### config.mk
export PLATFORM = sky130hd
export DESIGN_NAME = kds_scanner
export DESIGN_NICKNAME = d
export VERILOG_FILES = /design/src/kds_pkg.sv /design/src/kds_scanner.sv
export VERILOG_INCLUDE_DIRS = /design/src
export SDC_FILE = /design/constraint.sdc
export NUM_CORES = 1
export LEC_CHECK = 0
export ABC_AREA = 1
export BUFFER_PORTS_ARGS = -buffer_cell sky130_fd_sc_hd__buf_2
export CORE_ASPECT_RATIO = 0.5
export CORE_MARGIN = 5
export CORE_UTILIZATION = 25
export DETAILED_ROUTE_END_ITERATION = 8
export HOLD_SLACK_MARGIN = 0.03
export PLACE_DENSITY_LB_ADDON = 0.25
export SYNTH_ARGS = -nofsm -noshare
export SYNTH_HDL_FRONTEND = slang
export SYNTH_SLANG_ARGS = --single-unit
### constraint.sdc
create_clock -name clk_sys -period 9.8 [get_ports clk_sys]
set_input_delay 1.47 -clock clk_sys [delete_from_list [all_inputs] [get_ports clk_sys]]
set_output_delay 1.47 -clock clk_sys [all_outputs]
set_load 0.05 [all_outputs]
### src/kds_cfg.svh
// constants for the keyboard display scanner
`ifndef KDS_CFG_SVH
`define KDS_CFG_SVH
`define KDS_PRESCALE_RST 5'h1f
`define KDS_PRESCALE_MIN 5'h02
`define KDS_KEYMODE_RST 3'h0
`define KDS_DISPMODE_RST 2'h1
`define KDS_CMD_MODE 3'h0
`define KDS_CMD_CLOCK 3'h1
`define KDS_CMD_RDFIFO 3'h2
`define KDS_CMD_RDDISP 3'h3
`define KDS_CMD_WRDISP 3'h4
`define KDS_CMD_BLANK 3'h5
`define KDS_CMD_CLEAR 3'h6
`define KDS_CMD_ENDINT 3'h7
`define KDS_FIFO_DEPTH 8
`define KDS_DEBOUNCE_SCANS 4'h2
`define KDS_CLEAR_PAT 8'h20
`endif

### src/kds_pkg.sv
// types for the keyboard display scanner
package kds_pkg;
    typedef enum logic [1:0] {
        KDS_KEY_LOCK = 2'h0,
        KDS_KEY_ROLL = 2'h1,
        KDS_SENSOR = 2'h2,
        KDS_STROBED = 2'h3
    } kds_kmode_t;
    typedef struct packed {
        logic cs_n;
        logic rd_n;
        logic wr_n;
        logic cmd_data_sel;
    } kds_bus_t;
    typedef struct packed {
        logic [3:0] scan_outputs;
        logic [3:0] disp_nibble_a;
        logic [3:0] disp_nibble_b;
        logic blank_display_n;
    } kds_disp_t;
endpackage : kds_pkg

### src/kds_scanner.sv
// keyboard display scanner device logic
`timescale 1ns/1ns
`include "kds_cfg.svh"
module kds_scanner #(
    parameter int DEPTH = `KDS_FIFO_DEPTH
) (
    input wire logic clk_sys,
    input wire logic arst_n,
    input wire logic reset_in,
    input wire kds_pkg::kds_bus_t bus_in,
    input wire logic [7:0] host_data_in,
    output logic [7:0] host_data_out,
    output logic host_data_oe,
    input wire logic [7:0] return_lines,
    input wire logic shift_in,
    input wire logic ctrl_strobe_in,
    output logic irq_out,
    output kds_pkg::kds_disp_t disp_out,
    output logic underrun_flag,
    output logic overrun_flag
);
    initial begin
        if (DEPTH != 8) $error("fifo depth must be 8");
    end
    // synchronisers for pins
    kds_pkg::kds_bus_t bus_s1_r, bus_r;
    logic [7:0] ret_s1_r, ret_r, din_s1_r, din_r;
    logic shf_s1_r, shf_r, ctl_s1_r, ctl_r, ctl_d_r, rst_s1_r, rst_r;
    always_ff @(posedge clk_sys or negedge arst_n) begin
        if (!arst_n) begin
            bus_s1_r <= '1;
            bus_r <= '1;
            ret_s1_r <= 8'hff;
            ret_r <= 8'hff;
            din_s1_r <= 8'h00;
            din_r <= 8'h00;
            {shf_s1_r, shf_r, ctl_s1_r, ctl_r, ctl_d_r} <= 5'h00;
            {rst_s1_r, rst_r} <= 2'h3;
        end else begin
            bus_s1_r <= bus_in;
            bus_r <= bus_s1_r;
            ret_s1_r <= return_lines;
            ret_r <= ret_s1_r;
            din_s1_r <= host_data_in;
            din_r <= din_s1_r;
            {shf_s1_r, shf_r} <= {shift_in, shf_s1_r};
            {ctl_s1_r, ctl_r, ctl_d_r} <= {ctrl_strobe_in, ctl_s1_r, ctl_r};
            {rst_s1_r, rst_r} <= {reset_in, rst_s1_r};
        end
    end
    // host strobes, edges of the synchronised levels
    logic wr_d_r, rd_d_r;
    wire sel = !bus_r.cs_n;
    wire wr_rise = sel && !wr_d_r && bus_r.wr_n;
    wire rd_rise = sel && !rd_d_r && bus_r.rd_n;
    wire cmd_wr = wr_rise && bus_r.cmd_data_sel;
    wire dat_wr = wr_rise && !bus_r.cmd_data_sel;
    wire dat_rd = rd_rise && !bus_r.cmd_data_sel;
    wire [2:0] op = din_r[7:5];
    // configuration
    logic [2:0] kmode_r;
    logic [1:0] dmode_r;
    logic [4:0] pre_r;
    logic ai_r, rd_disp_r, ai_fifo_r;
    logic [3:0] daddr_r;
    logic [2:0] faddr_r;
    logic [1:0] iw_r, bl_r;
    logic blank_lvl_r;
    wire kds_pkg::kds_kmode_t km = kds_pkg::kds_kmode_t'(kmode_r[2:1]);
    wire encoded = !kmode_r[0];
    wire sixteen = dmode_r[0];
    wire keyb = !kmode_r[2];
    wire [4:0] pre_eff = (pre_r < `KDS_PRESCALE_MIN) ? `KDS_PRESCALE_MIN
        : pre_r;
    // clear command fields
    wire clr_cmd = cmd_wr && op == `KDS_CMD_CLEAR;
    wire clr_disp = clr_cmd && (din_r[4] || din_r[0]);
    wire clr_stat = clr_cmd && (din_r[1] || din_r[0]);
    wire [7:0] clr_val = !din_r[3] ? 8'h00
        : (din_r[2] ? 8'hff : `KDS_CLEAR_PAT);
    // display ram, contents survive reset
    logic [7:0] dram [16];
    logic [7:0] sram [8];
    logic [3:0] clr_cnt_r;
    logic clr_busy_r;
    // scan timing
    logic [4:0] pcnt_r;
    logic [3:0] scan_r;
    wire tick = pcnt_r >= pre_eff - 5'h01;
    wire [3:0] scan_max = sixteen ? 4'hf : 4'h7;
    // fifo
    logic [7:0] fifo [8];
    logic [2:0] wp_r, rp_r;
    logic [3:0] cnt_r;
    // one debounce counter per key, row by column
    logic [1:0] deb_r [64];
    function automatic logic [1:0] deb_step(input logic hit,
        input logic [1:0] cnt);
        return !hit ? 2'h0 : ((cnt == 2'h3) ? 2'h3 : cnt + 2'h1);
    endfunction : deb_step
    logic [7:0] keydn_r;
    logic irq_r, sens_int_r;
    wire [2:0] row = scan_r[2:0];
    wire [7:0] pressed = ~ret_r;
    logic [7:0] key_code;
    logic key_push;
    logic [2:0] key_col;
    always_comb begin
        key_push = 1'b0;
        key_col = 3'h0;
        for (int i = 7; i >= 0; i--) begin
            if (pressed[i] && !keydn_r[i] && deb_r[{row, 3'(i)}] == 2'h2) begin
                key_push = 1'b1;
                key_col = 3'(i);
            end
        end
        key_code = {ctl_r, shf_r, row, key_col};
    end
    wire lock_ok = km != kds_pkg::KDS_KEY_LOCK
        || ($countones(pressed) == 1);
    wire strobe_push = km == kds_pkg::KDS_STROBED && ctl_r && !ctl_d_r;
    wire push = strobe_push || (keyb && tick && key_push && lock_ok);
    wire [7:0] push_data = strobe_push ? ret_r : key_code;
    wire full = cnt_r == 4'(DEPTH);
    wire do_push = push && !full;
    wire fifo_rd = dat_rd && !rd_disp_r && km != kds_pkg::KDS_SENSOR;
    wire do_pop = fifo_rd && cnt_r != 4'h0;
    wire sens_chg = km == kds_pkg::KDS_SENSOR && tick
        && sram[row] != pressed;
    wire [3:0] wr_addr = clr_busy_r ? clr_cnt_r : daddr_r;
    always_ff @(posedge clk_sys) begin
        if (clr_busy_r) dram[clr_cnt_r] <= clr_val;
        else if (dat_wr) begin
            if (!iw_r[1]) dram[wr_addr][7:4] <= din_r[7:4];
            if (!iw_r[0]) dram[wr_addr][3:0] <= din_r[3:0];
        end
        if (do_push) fifo[wp_r] <= push_data;
        // sensor ram starts clean so the first compare is defined
        if (rst_r) begin
            for (int i = 0; i < 8; i++) sram[i] <= 8'h00;
        end else if (sens_chg) sram[row] <= pressed;
    end
    always_ff @(posedge clk_sys or negedge arst_n) begin
        if (!arst_n) begin
            {wr_d_r, rd_d_r} <= 2'h3;
            kmode_r <= `KDS_KEYMODE_RST;
            dmode_r <= `KDS_DISPMODE_RST;
            pre_r <= `KDS_PRESCALE_RST;
            {ai_r, rd_disp_r, ai_fifo_r} <= 3'h0;
            daddr_r <= 4'h0;
            faddr_r <= 3'h0;
            {iw_r, bl_r, blank_lvl_r} <= 5'h00;
            {clr_busy_r, clr_cnt_r} <= 5'h00;
            {pcnt_r, scan_r} <= 9'h000;
            {wp_r, rp_r, cnt_r} <= 10'h000;
            keydn_r <= 8'h00;
            for (int i = 0; i < 64; i++) deb_r[i] <= 2'h0;
            {irq_r, sens_int_r, underrun_flag, overrun_flag} <= 4'h0;
        end else if (rst_r) begin
            {wr_d_r, rd_d_r} <= 2'h3;
            kmode_r <= `KDS_KEYMODE_RST;
            dmode_r <= `KDS_DISPMODE_RST;
            pre_r <= `KDS_PRESCALE_RST;
            {ai_r, rd_disp_r, ai_fifo_r} <= 3'h0;
            {pcnt_r, scan_r} <= 9'h000;
            {wp_r, rp_r, cnt_r} <= 10'h000;
            {iw_r, bl_r} <= 4'h0;
            {irq_r, sens_int_r, underrun_flag, overrun_flag} <= 4'h0;
        end else begin
            wr_d_r <= !sel || bus_r.wr_n;
            rd_d_r <= !sel || bus_r.rd_n;
            if (cmd_wr) begin
                unique case (op)
                    `KDS_CMD_MODE: {dmode_r, kmode_r} <= din_r[4:0];
                    `KDS_CMD_CLOCK: pre_r <= din_r[4:0];
                    `KDS_CMD_RDFIFO: begin
                        rd_disp_r <= 1'b0;
                        ai_fifo_r <= din_r[4];
                        faddr_r <= din_r[2:0];
                    end
                    `KDS_CMD_RDDISP: begin
                        rd_disp_r <= 1'b1;
                        ai_r <= din_r[4];
                        daddr_r <= din_r[3:0];
                    end
                    `KDS_CMD_WRDISP: begin
                        ai_r <= din_r[4];
                        daddr_r <= din_r[3:0];
                    end
                    `KDS_CMD_BLANK: {iw_r, bl_r} <= din_r[3:0];
                    `KDS_CMD_CLEAR: blank_lvl_r <= din_r[3] & din_r[2];
                    `KDS_CMD_ENDINT: sens_int_r <= 1'b0;
                endcase
            end
            if (clr_disp) {clr_busy_r, clr_cnt_r} <= 5'h10;
            else if (clr_busy_r) begin
                clr_cnt_r <= clr_cnt_r + 4'h1;
                clr_busy_r <= clr_cnt_r != 4'hf;
            end
            if ((dat_wr || (dat_rd && rd_disp_r)) && ai_r)
                daddr_r <= daddr_r + 4'h1;
            if (dat_rd && !rd_disp_r && km == kds_pkg::KDS_SENSOR) begin
                if (ai_fifo_r) faddr_r <= faddr_r + 3'h1;
                else sens_int_r <= 1'b0;
            end
            pcnt_r <= tick ? 5'h00 : pcnt_r + 5'h01;
            if (clr_cmd && din_r[0]) {pcnt_r, scan_r} <= 9'h000;
            else if (tick) scan_r <= (scan_r >= scan_max) ? 4'h0
                : scan_r + 4'h1;
            if (tick && keyb) begin
                for (int i = 0; i < 8; i++) begin
                    deb_r[{row, 3'(i)}] <= deb_step(pressed[i],
                        deb_r[{row, 3'(i)}]);
                end
                if (scan_r == scan_max) keydn_r <= 8'h00;
                if (key_push) keydn_r[key_col] <= 1'b1;
            end
            if (do_push) wp_r <= wp_r + 3'h1;
            if (do_pop) rp_r <= rp_r + 3'h1;
            cnt_r <= cnt_r + 4'(do_push) - 4'(do_pop);
            if (clr_stat) begin
                {wp_r, rp_r, cnt_r} <= 10'h000;
                {underrun_flag, overrun_flag, sens_int_r} <= 3'h0;
            end
            // a change in the same cycle as a clear wins
            if (sens_chg) sens_int_r <= 1'b1;
            if (fifo_rd && cnt_r == 4'h0) underrun_flag <= 1'b1;
            if (push && full) overrun_flag <= 1'b1;
            irq_r <= km == kds_pkg::KDS_SENSOR ? sens_int_r
                : (cnt_r != 4'h0 && !do_pop && !clr_stat);
        end
    end
    // display and host outputs
    wire [7:0] cur = dram[scan_r];
    wire switching = pcnt_r == 5'h00;
    wire [3:0] scan_nxt = encoded ? scan_r
        : (4'h1 << scan_r[1:0]);
    wire [3:0] bl_nib = {4{blank_lvl_r}};
    wire [7:0] rd_nxt = !bus_r.cmd_data_sel ? (rd_disp_r ? dram[daddr_r]
        : (km == kds_pkg::KDS_SENSOR ? sram[faddr_r] : fifo[rp_r]))
        : {clr_busy_r, sens_int_r, overrun_flag, underrun_flag, full,
           3'(cnt_r)};
    always_ff @(posedge clk_sys or negedge arst_n) begin
        if (!arst_n) begin
            disp_out <= '0;
            {host_data_out, host_data_oe, irq_out} <= 10'h000;
        end else begin
            disp_out.scan_outputs <= rst_r ? 4'h0 : scan_nxt;
            disp_out.disp_nibble_a <= bl_r[1] ? bl_nib : cur[7:4];
            disp_out.disp_nibble_b <= bl_r[0] ? bl_nib : cur[3:0];
            disp_out.blank_display_n <= !(switching || &bl_r);
            host_data_oe <= sel && !bus_r.rd_n;
            host_data_out <= rd_nxt;
            irq_out <= irq_r;
        end
    end
    scan_low_a: assert property (@(posedge clk_sys) disable iff (!arst_n)
        rst_r |=> disp_out.scan_outputs == 4'h0)
        else $error("scan outputs not low in reset");
    irq_pop_a: assert property (@(posedge clk_sys) disable iff (!arst_n)
        do_pop && km != kds_pkg::KDS_SENSOR && !rst_r |=> ##1 !irq_out)
        else $error("interrupt did not drop on read");
    full_keep_a: assert property (@(posedge clk_sys) disable iff (!arst_n)
        full && !do_pop && !clr_stat && !rst_r |=> full)
        else $error("full fifo lost entry");
    pre_min_a: assert property (@(posedge clk_sys) disable iff (!arst_n)
        tick && !rst_r |-> pcnt_r >= 5'h01)
        else $error("prescale below two");
    deco_one_a: assert property (@(posedge clk_sys) disable iff (!arst_n)
        !encoded && !rst_r |=> $countones(disp_out.scan_outputs) == 1)
        else $error("decoded scan not one hot");
    ovr_set_a: assert property (@(posedge clk_sys) disable iff (!arst_n)
        push && full && !rst_r |=> overrun_flag)
        else $error("overrun not flagged");
    oe_sel_a: assert property (@(posedge clk_sys) disable iff (!arst_n)
        host_data_oe |-> $past(sel))
        else $error("bus driven without select");
    rst_pre_a: assert property (@(posedge clk_sys) disable iff (!arst_n)
        rst_r |=> pre_r == `KDS_PRESCALE_RST)
        else $error("prescale not reset");
endmodule : kds_scanner

==> results of run 1 <==
[cells in the final DEF, fill, tap and decap left out, types with 7 or more instances in the layout]
cell,count
a31oi_1,12
o211ai_1,21
inv_1,197
o221ai_1,26
o22ai_1,17
a21oi_1,83
buf_2,48
inv_2,13
nor2_1,255
nand2_1,747
nand3_4,8
xor2_1,12
a22oi_1,9
nand4_1,11
dfrtp_1,223
bufinv_16,7
nand3_1,99
o21ai_1,26
mux2i_1,16
ha_1,27
edfxtp_1,256
buf_4,39
dfstp_2,34
clkbuf_16,55
a221oi_1,18
o21ai_0,336
clkinv_1,13
clkinv_2,15
nor3_1,14
[routing by layer]
layer,vias up,share of wire
li1,8983,-
met1,9349,0.47
met2,671,0.44
met3,104,0.068
met4,0,0.021
met5,-,0
[sequential cells by signal (all words and copies together), names as in the netlist, 4 cells and up]
| register | cells |
|---|---|
| bus_r | 4 |
| bus_s1_r | 4 |
| clr_cnt_r | 4 |
| cnt_r | 4 |
| daddr_r | 4 |
| deb_r | 128 |
| din_r | 8 |
| din_s1_r | 8 |
| disp_out | 13 |
| dram | 128 |
| fifo | 64 |
| host_data_out | 8 |
| keydn_r | 8 |
| pcnt_r | 5 |
| pre_r | 5 |
| ret_r | 8 |
| ret_s1_r | 8 |
| scan_r | 4 |
| sram | 64 |
[kinds of logic after synthesis]
| family | Yosys count | synth area share |
|---|---|---|
| compound gates | 574 | 0.133 |
| fa+ha+maj | 32 | 0.0180 |
| mux | 16 | 0.00658 |
| flops | 516 | 0.585 |
| xor+xnor | 16 | 0.00576 |
| simple gates | 1159 | 0.195 |
| buf+inv | 341 | 0.0569 |
[per-stage QoR]
| step | instances | area (um2) | setup slack, ns |
|---|---|---|---|
| 2_1_floorplan | 2654 | 24300 | 4.97 |
| 3_3_place_gp | 3889 | 25900 | 4.47 |
| 3_5_place_dp | 3889 | 25900 | 4.38 |
| 4_1_cts | 3991 | 27800 | 4.34 |
| 5_1_grt | 3991 | 27800 | 4.03 |
| 6_report | 3991 | 27800 | 4.28 |
[area by class of cell]
cell class	instances	area, um2
Inverter	217	815
Multi-Input combinational cell	1797	8720
Fill cell	10000	68200
Timing Repair Buffer	88	548
Clock buffer	64	1440
Sequential cell	516	14200
Tap cell	1271	1590
Clock inverter	38	424
[cells in the mapped netlist, types with 3 or more instances]
library cell	n	area, um2
a21oi_1	83	415
xnor2_1	4	35.0
a211oi_1	4	30.0
inv_1	197	739
buf_2	24	120
nand3_1	99	495
a221oi_1	18	158
o211ai_1	21	158
o221ai_1	26	228
o21bai_1	3	22.5
o311ai_0	3	26.3
a22oi_1	9	67.6
dfstp_2	34	893
clkinv_1	7	26.3
dfrtp_1	226	5660
buf_4	10	75.1
ha_1	27	338
nand2_2	4	25.0
o2bb2ai_1	3	26.3
nor3_1	15	75.1
mux2i_1	16	160
nand3_4	8	140
a31oi_1	12	75.1
nor2_2	3	18.8
o21ai_0	342	1710
inv_2	13	48.8
clkbuf_1	77	289
buf_6	5	56.3
o2111ai_1	3	26.3
o21ai_1	20	100
or2_2	3	18.8
o22ai_1	17	106
nand2_1	747	2800
fa_1	5	100
nor2_1	255	957
edfxtp_1	256	7690
xor2_1	12	105
nand4_1	11	68.8
nand3_2	5	50.1
buf_1	8	30.0
[power by group]
group	switching, mW	internal, mW	total [mW]
clock	0.939	1.24	2.18
combinational	0.616	0.192	0.807
sequential	0.0848	2.39	2.48
total	1.64	3.83	5.47
[worst paths after layout]
kind | slack, ns | start | to
min in group asynchronous | 0.89 | arst_n | deb_r[65]
max in group asynchronous | 6.86 | arst_n | daddr_r[0]
hold / removal | 0.34 | ret_s1_r[2] | ret_r[2]
setup / recovery | 4.28 | ret_r[1] | cnt_r[2]
hold reg to reg | 0.34 | ret_s1_r[2] | ret_r[2]
setup reg to reg | 4.28 | ret_r[1] | cnt_r[2]
==> key figures, run 1 <==
Min path
  • Hold Crit Depth: 0
  • Min-Delay Path Class: reg -> reg

CTS
  • CTS clk-pin slew, worst paths: 0.07 ns
  • Total CTS buffers: 54
  • CTS Hold Buffers Added: 0
  • Post-cts sizing count: 0
  • Worst-skew pair later-pin latency: 0.65 ns
  • CTS tree: done
  • Setup Fix Bufs, Post-CTS: 0
  • CTS Buffer Depth: 3
  • Root buf cell: clkbuf_16
  • Clk sinks: around 520
  • CTS H-tree lvls: 2

Worst setup path
  • CP Class: reg -> reg
  • Most frequent cell on the critical path: fa_1
  • CP max stage cell: dfstp_2
  • CP Capture Type: flip-flop
  • Startpoint types: flip-flop
  • Critical Path Fanout Max: 12
  • Critical Path RT: 10.31 ns
  • Crit-path cells: inv_1 > fa_1 > fa_1 > fa_1 > ha_1 > inv_1 > fa_1 > nand3_1 > o21bai_1 > nand2_1 > nor2_1 > nand2_1 > nand2_2 > nand2_2 > ha_1 > inv_1 > ha_1 > fa_1 > xnor2_1 > nor2_1
  • WP data arrival: 6.02 ns
  • Slowest stage delay, CP: 0.74 ns
  • R2R cell count: 20
  • Worst path buffer plus inverter count: 3
  • Number of cells on the critical path: 20
  • Crit path max-delay family: adder cells

Yosys
  • Syn avg cell area: 9.17 um2
  • Syn Nets: 2711
  • YS warnings: 0
  • Mapped cell area: 24300 um2
  • Sequential share of the synthesized area: 0.585
  • Synth Instances: between 2000 and 3000
  • EDFF count, synth: 256
  • FFs w/ async S/R, synth: 0.504
  • Post-synthesis sequential element count: about 520
  • Ys flop type: edfxtp_1
  • Netlist cell types: 55

Timing
  • Clock Skews: 0.0403 ns
  • Pins Over Slew Limit: 0
  • RSZ-0062 raised after global routing: false
  • Setup TNS: 0 ns
  • Fmax: 181 MHz
  • Hold Slack: 0.343 ns
  • Tcrit/Tclk final: 0.563
  • Final Hold Vio Count: 0
  • Relative slew slack: 0.106
  • Worst Tran Pin Value: 1.33 ns
  • Min cycle time layout: 5.52 ns
  • Final setup vio count: 0

Global routing
  • GR Util met1: 0.212
  • Vias in the first global route: 18300
  • M3 GR Usage: 0.0256
  • First-pass GRT wire length: 117000 um
  • Met2 Use GR: 0.224
  • Total track usage: 0.146
  • GR peak layer: met2
  • Largest net degree at the start of global routing: 107
  • Aggregate global routing overflow: 0
  • Initial antenna violation count: 1

Layout
  • Area Overhead vs Synth: 14.1%
  • Nets: between 2000 and 3000
  • Diode count: 0
  • Layout cells sized above 1: 0.0949
  • Utilization after layout: 0.289

Die
  • I/O Pins: 50
  • Die Area: about 100000 um2
  • Core area: approximately 96000 um2
  • Row cnt: 80
  • Starting Density: 0.254
  • Chip height: 231 um
  • DIE WIDTH: 451 um

Drt
  • Total vias in the final route: 19100
  • Post-route ant nets: 0
  • # DRC: 0
  • First DRT Iteration DRCs: 1917
  • Vias per cell: 4.79
  • DRT Pass-1 Iters: 7
  • DR WL/cell: 19.4 um
  • Routed wire length: between 70000 and 80000 um

Power and ir drop
  • Leakage Power: 11.4 nW
  • Peak supply drop: 0.000132 V
  • Total Power: 5.47 mW
  • Pwr/cell area: 197 nW/um2

Placement
  • RePlAce Congestion: about 0.86
  • I/O Buffers: 49
  • Detailed Place HPWL: 51700 um

Run
  • Max-Cap Viols: 0

Run status
  • Outcome: finished, final reports clean
Note: power is estimated with default switching activity, not from simulation.
==> run 2, diff against run 1 <==
--- a/config.mk
+++ b/config.mk
@@ -6,7 +6,7 @@
 export SDC_FILE = /design/constraint.sdc
 export NUM_CORES = 1
 export LEC_CHECK = 0
-export ABC_AREA = 1
+export ABC_AREA = 0
 export BUFFER_PORTS_ARGS = -buffer_cell sky130_fd_sc_hd__buf_2
 export CORE_ASPECT_RATIO = 0.5
 export CORE_MARGIN = 5
==> constraint.sdc (replaced) <==
create_clock -name clk_sys -period 5.6 [get_ports clk_sys]
set_input_delay 0.84 -clock clk_sys [delete_from_list [all_inputs] [get_ports clk_sys]]
set_output_delay 0.84 -clock clk_sys [all_outputs]
set_load 0.05 [all_outputs]
==> key figures, run 2 <==
Run status
  • Outcome: finished, final reports clean

Global routing
  • Vias in the first global route: 15800
  • Total track usage: 0.137
  • M3 GR Usage: 0.0189
  • First-pass GRT wire length: 108000 um
  • Initial antenna violation count: 1
  • GR Util met1: 0.201
  • Met2 Use GR: 0.212
  • Aggregate global routing overflow: 0
  • Largest net degree at the start of global routing: 108
  • GR peak layer: met2

Timing
  • Tcrit/Tclk final: 0.920
  • Worst Tran Pin Value: between 1 and 1.5 ns
  • Final setup vio count: 0
  • Relative slew slack: 0.190
  • RSZ-0062 raised after global routing: false
  • Min cycle time layout: roughly 5.2 ns
  • Final Hold Vio Count: 0
  • Clock Skews: 0.0338 ns
  • Setup TNS: 0 ns
  • Pins Over Slew Limit: 0
  • Fmax: 194 MHz

CTS
  • Setup Fix Bufs, Post-CTS: 0
  • CTS tree: done
  • CTS clk-pin slew, worst paths: about 0.060 ns
  • Root buf cell: clkbuf_16
  • Post-cts sizing count: 0
  • Worst-skew pair later-pin latency: 0.63 ns
  • Clk sinks: 516
  • CTS Hold Buffers Added: 0
  • CTS Buffer Depth: 3
  • CTS H-tree lvls: 2
  • Total CTS buffers: 54

Worst setup path
  • Crit path max-delay family: adder cells
  • WP data arrival: 5.63 ns
  • Crit-path cells: inv_1 > fa_1 > fa_1 > fa_1 > ha_1 > inv_1 > fa_1 > a211oi_1 > mux2_2 > a31oi_1 > nor2_1 > and3_1 > a31o_2 > inv_2 > ha_1 > inv_1 > ha_1 > fa_1 > xnor2_1 > nor2_1
  • CP Class: reg -> reg
  • Worst path buffer plus inverter count: 4
  • Most frequent cell on the critical path: fa_1
  • CP max stage cell: fa_1
  • CP Capture Type: flip-flop
  • Slowest stage delay, CP: 0.56 ns
  • Startpoint types: flip-flop
  • Critical Path RT: around 6.1 ns
  • Critical Path Fanout Max: 8

Yosys
  • Post-synthesis sequential element count: 516
  • Synth Area in XOR/XNOR: 0.00467
  • Mux share of post-synthesis cell area: 0.188
  • Combinational family with the most area after synthesis: multiplexers
  • Top-count cell post-synth: edfxtp_1
  • Syn Nets: around 1800
  • Area share of the largest cell type after synthesis: 0.315
  • Synth Area in Simple Gates: 0.0957
  • Area contributors post-synth: edfxtp_1 (32%), dfrtp_1 (23%), mux4_2 (8.7%)
  • FFs w/ async S/R, synth: 0.504
  • Ys flop type: edfxtp_1
  • Mapped cell area: 24400 um2
  • Synth area leader: edfxtp_1
  • Commonest cells in the netlist: edfxtp_1 (256), dfrtp_1 (226), mux2_2 (153)
  • Sequential share of the synthesized area: 0.584
  • Netlist cell types: 86
  • YS warnings: 0
  • Area share of fa/ha/maj cells after synthesis: 0.0180
  • Syn avg cell area: 13.8 um2
  • Post-synthesis compound-gate area fraction: 0.0815
  • EDFF count, synth: 256
  • Synth Instances: 1772

Drt
  • Post-route ant nets: 0
  • Total vias in the final route: 15600
  • DRT Pass-1 Iters: 5
  • First DRT Iteration DRCs: roughly 1200
  • Vias per cell: 4.96
  • # DRC: 0
  • DR WL/cell: 23.0 um
  • Routed wire length: 72300 um

Die
  • Core area: 96000 um2
  • Row cnt: 80
  • Die Area: 104000 um2
  • Starting Density: 0.254
  • Chip height: around 230 um
  • DIE WIDTH: 452 um
  • I/O Pins: 50

Layout
  • Layout cells sized above 1: 0.284
  • Biggest regs: deb_r x128, dram x128
  • Area Overhead vs Synth: 15.7%
  • Most frequent cells in the layout: edfxtp_1 (256), dfrtp_1 (222), mux2_2 (153), nor2_1 (149), mux4_2 (94)
  • Final non-filler cell total: 3143
  • Diode count: 0
  • Nets: 1883
  • Commonest non-fill, non-tap cell in the layout: edfxtp_1

Placement
  • Inst Count DP: approximately 3000
  • Detailed Place HPWL: about 48000 um
  • I/O Buffers: 49
  • RePlAce Congestion: 0.789

Min path
  • Min-Delay Path Class: in -> async

Run
  • Max-Cap Viols: 0

Power and ir drop
  • Leakage Power: 10.7 nW
  • Peak supply drop: 0.000226 V
  • Pwr/cell area: 298 nW/um2
## run 2: changes by cell type in the layout (fill, tap and decap cells not counted), sizes merged, moves of 94 or more
| cell | change |
|---|---|
| nand2 | -662 |
| mux4 | +94 |
| nor2 | -108 |
| o21ai | -304 |
| mux2 | +153 |
| inv | -175 |
## run 2: per-stage QoR
step	utilization	hold slack (ns)	setup slack (ns)	power, mW	area (um2)
6_report	0.294	0.237	0.448	8.39	28200
3_5_place_dp	0.274	0.335	0.481	4.62	26300
4_1_cts	0.294	0.258	0.462	8.50	28200
5_1_grt	0.294	0.288	0.289	8.68	28200
2_1_floorplan	-	0.331	0.545	4.41	24400
3_3_place_gp	0.274	0.333	0.617	4.62	26300
## run 2: kinds of logic after synthesis
family,count (synthesis)
flip-flops,516
multiplexers,321
buffers and inverters,155
AND/OR/NAND/NOR,444
AO/OA/AOI/OAI,291
adder cells (fa/ha/maj),32
XOR/XNOR,13
## run 2: power breakdown
part | leakage (nW) | switching [mW] | internal [mW]
registers | 5.86 | 0.0704 | 4.05
logic | 3.92 | 0.281 | 0.146
clock network | 0.928 | 1.60 | 2.25
## run 2: routing by layer
layer	vias up	wire length [um]	share of wire
li1	6890	-	-
met3	96	3740	0.052
met2	430	32600	0.45
met5	-	0	0
met4	0	1690	0.023
met1	8158	34400	0.47
## run 2: final cells by class
class | count | area [um2]
Sequential cell | 516 | 14200
Multi-Input combinational cell | 1101 | 9490
Fill cell | 9623 | 67800
Inverter | 35 | 134
Timing Repair Buffer | 118 | 811
Tap cell | 1271 | 1590
Clock inverter | 21 | 292
Clock buffer | 81 | 1620
## run 2: path summary, 6_finish.rpt
path	start	end	slack [ns]	depth (start not counted)
worst max register to register	ret_r[0]	cnt_r[2]	0.45	20
max in group asynchronous	arst_n	cnt_r[3]	4.12	2
worst min register to register	din_s1_r[3]	din_r[3]	0.35	0
worst min-delay path	arst_n	din_s1_r[3]	0.24	1
min in group clk_sys	host_data_in[5]	din_s1_r[5]	0.31	1
worst max-delay path	ret_r[0]	cnt_r[2]	0.45	20
==> run 3, diff against run 2 <==
--- a/config.mk
+++ b/config.mk
@@ -9,7 +9,6 @@
 export ABC_AREA = 0
 export BUFFER_PORTS_ARGS = -buffer_cell sky130_fd_sc_hd__buf_2
 export CORE_ASPECT_RATIO = 0.5
-export CORE_MARGIN = 5
 export CORE_UTILIZATION = 25
 export DETAILED_ROUTE_END_ITERATION = 8
 export HOLD_SLACK_MARGIN = 0.03
==> key figures, run 3 (synthesized netlist as in run 2, its figures left out) <==
Run status
  • Outcome: finished, final reports clean

Die
  • Core area: 95900 um2
  • Die Area: ~100000 um2
  • Chip height: around 220 um
  • Row cnt: 80
  • Starting Density: 0.254
  • DIE WIDTH: 444 um
  • I/O Pins: 50

Placement
  • Detailed Place HPWL: 48000 um
  • Place WS: 0.399 ns
  • Cell area after placement: 26300 um2
  • RePlAce Congestion: 0.828
  • I/O Buffers: 49

Timing
  • RSZ-0062 raised after global routing: false
  • Final setup vio count: 0
  • Worst Tran Pin Value: 1.25 ns
  • Relative slew slack: 0.155
  • Fmax: 194 MHz
  • Min cycle time layout: between 5 and 6 ns
  • Final Hold Vio Count: 0
  • Setup ws final: around 0.44 ns
  • Tcrit/Tclk final: 0.921
  • Pins Over Slew Limit: 0
  • Setup TNS: 0 ns
  • Clock Skews: 0.0243 ns

Drt
  • Total vias in the final route: 15600
  • Post-route ant nets: 0
  • Routed wire length: about 71000 um
  • DR WL/cell: about 23 um
  • Metal2 WL: ~32000 um
  • First DRT Iteration DRCs: 1214
  • DRT Pass-1 Iters: 7
  • # DRC: 0
  • M1 WL: 34400 um
  • Met3 WL post-DR: 3340 um
  • Vias per cell: 4.95
  • Top layer used by detailed routing: met4

Layout
  • Final Instance Area: between 20000 and 30000 um2
  • Area occupied by multi-input gates: 9510 um2
  • Commonest non-fill, non-tap cell in the layout: edfxtp_1
  • Layout cells sized above 1: 0.289
  • FILL cells: 9633
  • Biggest regs: deb_r x128, dram x128
  • Seq. cell area: 14200 um2
  • Area Overhead vs Synth: 15.7%
  • Nets: 1886
  • Most frequent cells in the layout: edfxtp_1 (256), dfrtp_1 (222), mux2_2 (153), nor2_1 (149), mux4_2 (94)

Worst setup path
  • Slowest stage delay, CP: 0.55 ns
  • Critical Path RT: 6.10 ns
  • Critical Path Fanout Max: 8
  • CP Class: reg -> reg
  • Crit-path cells: inv_1 > fa_1 > fa_1 > fa_1 > ha_1 > inv_1 > fa_1 > mux2_2 > a31oi_1 > nor2_1 > and3_1 > a31o_2 > inv_2 > ha_1 > inv_1 > ha_1 > a21o_1 > a21oi_1 > xnor2_1 > nor2_1
  • WP data arrival: 5.66 ns
  • R2R cell count: 20
  • Most frequent cell on the critical path: fa_1
  • CP max stage cell: fa_1
  • Startpoint types: flip-flop
  • CP Capture Type: flip-flop

Global routing
  • Aggregate global routing overflow: 0
  • First-pass GRT wire length: 107000 um
  • Total track usage: 0.143
  • Largest net degree at the start of global routing: 93
  • Initial antenna violation count: 0
  • Vias in the first global route: 15700

Power and ir drop
  • NetSw: 1.92 mW
  • Clock power share: 0.457
  • Pwr/cell area: 297 nW/um2
  • Leakage Power: 10.7 nW
  • Switching Share: 0.230
  • Logic pwr share: 0.051
  • Internal power: 6.44 mW
  • Peak supply drop: approximately 0.00020 V
  • Total Power: approximately 8.4 mW
  • Seq pwr share: 0.492

CTS
  • CTS Buffer Depth: 3
  • Clk sinks: roughly 520
  • CTS tree: done
  • Worst-skew pair later-pin latency: ~0.63 ns
  • CTS clk-pin slew, worst paths: 0.06 ns
  • CTS Hold Buffers Added: 0
  • Setup Fix Bufs, Post-CTS: 0
  • Total CTS buffers: 54
  • Post-cts sizing count: 0
  • CTS H-tree lvls: 2
  • Root buf cell: clkbuf_16

Min path
  • Min-Delay Path Class: in -> async

Run
  • Max-Cap Viols: 0
## run 3: path summary, 6_finish.rpt
kind / start / end / slack (ns)
setup reg to reg: ret_r[0] / cnt_r[3] / 0.44
hold / removal: arst_n / disp_out[5] / 0.18
hold reg to reg: din_s1_r[5] / din_r[5] / 0.34
min in group clk_sys: host_data_in[3] / din_s1_r[3] / 0.32
max in group asynchronous: arst_n / cnt_r[0] / 4.20
setup / recovery: ret_r[0] / cnt_r[3] / 0.44
## run 3: metal layers
| metal | up-vias | GRT usage |
|---|---|---|
| li1 | 6876 | - |
| met1 | 8213 | 0.209 |
| met2 | 383 | 0.221 |
| met3 | 99 | 0.0204 |
| met4 | 0 | 0.0373 |
| met5 | - | 0 |
## run 3: cell type report
type,count,share of cell area
clock inverter,23,0.00950
antenna,1,0.0000887
sequential,516,0.505
inverter,35,0.00475
clock buffer,79,0.0576
timing repair buffer,121,0.0291
multi-input combinational,1101,0.337
tap,1271,0.0564
## run 3: power by group through the flow
stage	combinational, mW	sequential (mW)	clock [mW]
global route	0.463	4.13	4.04
global placement	0.427	4.19	0
detailed placement	0.430	4.19	0
CTS	0.431	4.12	3.91
finish	0.428	4.12	3.82
floorplan	0.243	4.17	0
## run 3: critical path: cells and delay by family (launching register included)
kind | cells | cell delay [ns]
AND/OR/NAND/NOR | 3 | 0.37
adder cells (fa/ha/maj) | 7 | 2.45
multiplexers | 1 | 0.27
flip-flops | 1 | 0.53
XOR/XNOR | 1 | 0.14
buffers and inverters | 4 | 0.34
AO/OA/AOI/OAI | 4 | 0.95
## run 3: per-stage QoR
stage | util | hold slack, ns | cells
floorplan | - | 0.331 | 1772
global placement | 0.274 | 0.332 | 3044
detailed placement | 0.274 | 0.335 | 3044
CTS | 0.294 | 0.184 | 3146
global route | 0.294 | 0.208 | 3146
finish | 0.294 | 0.176 | 3147
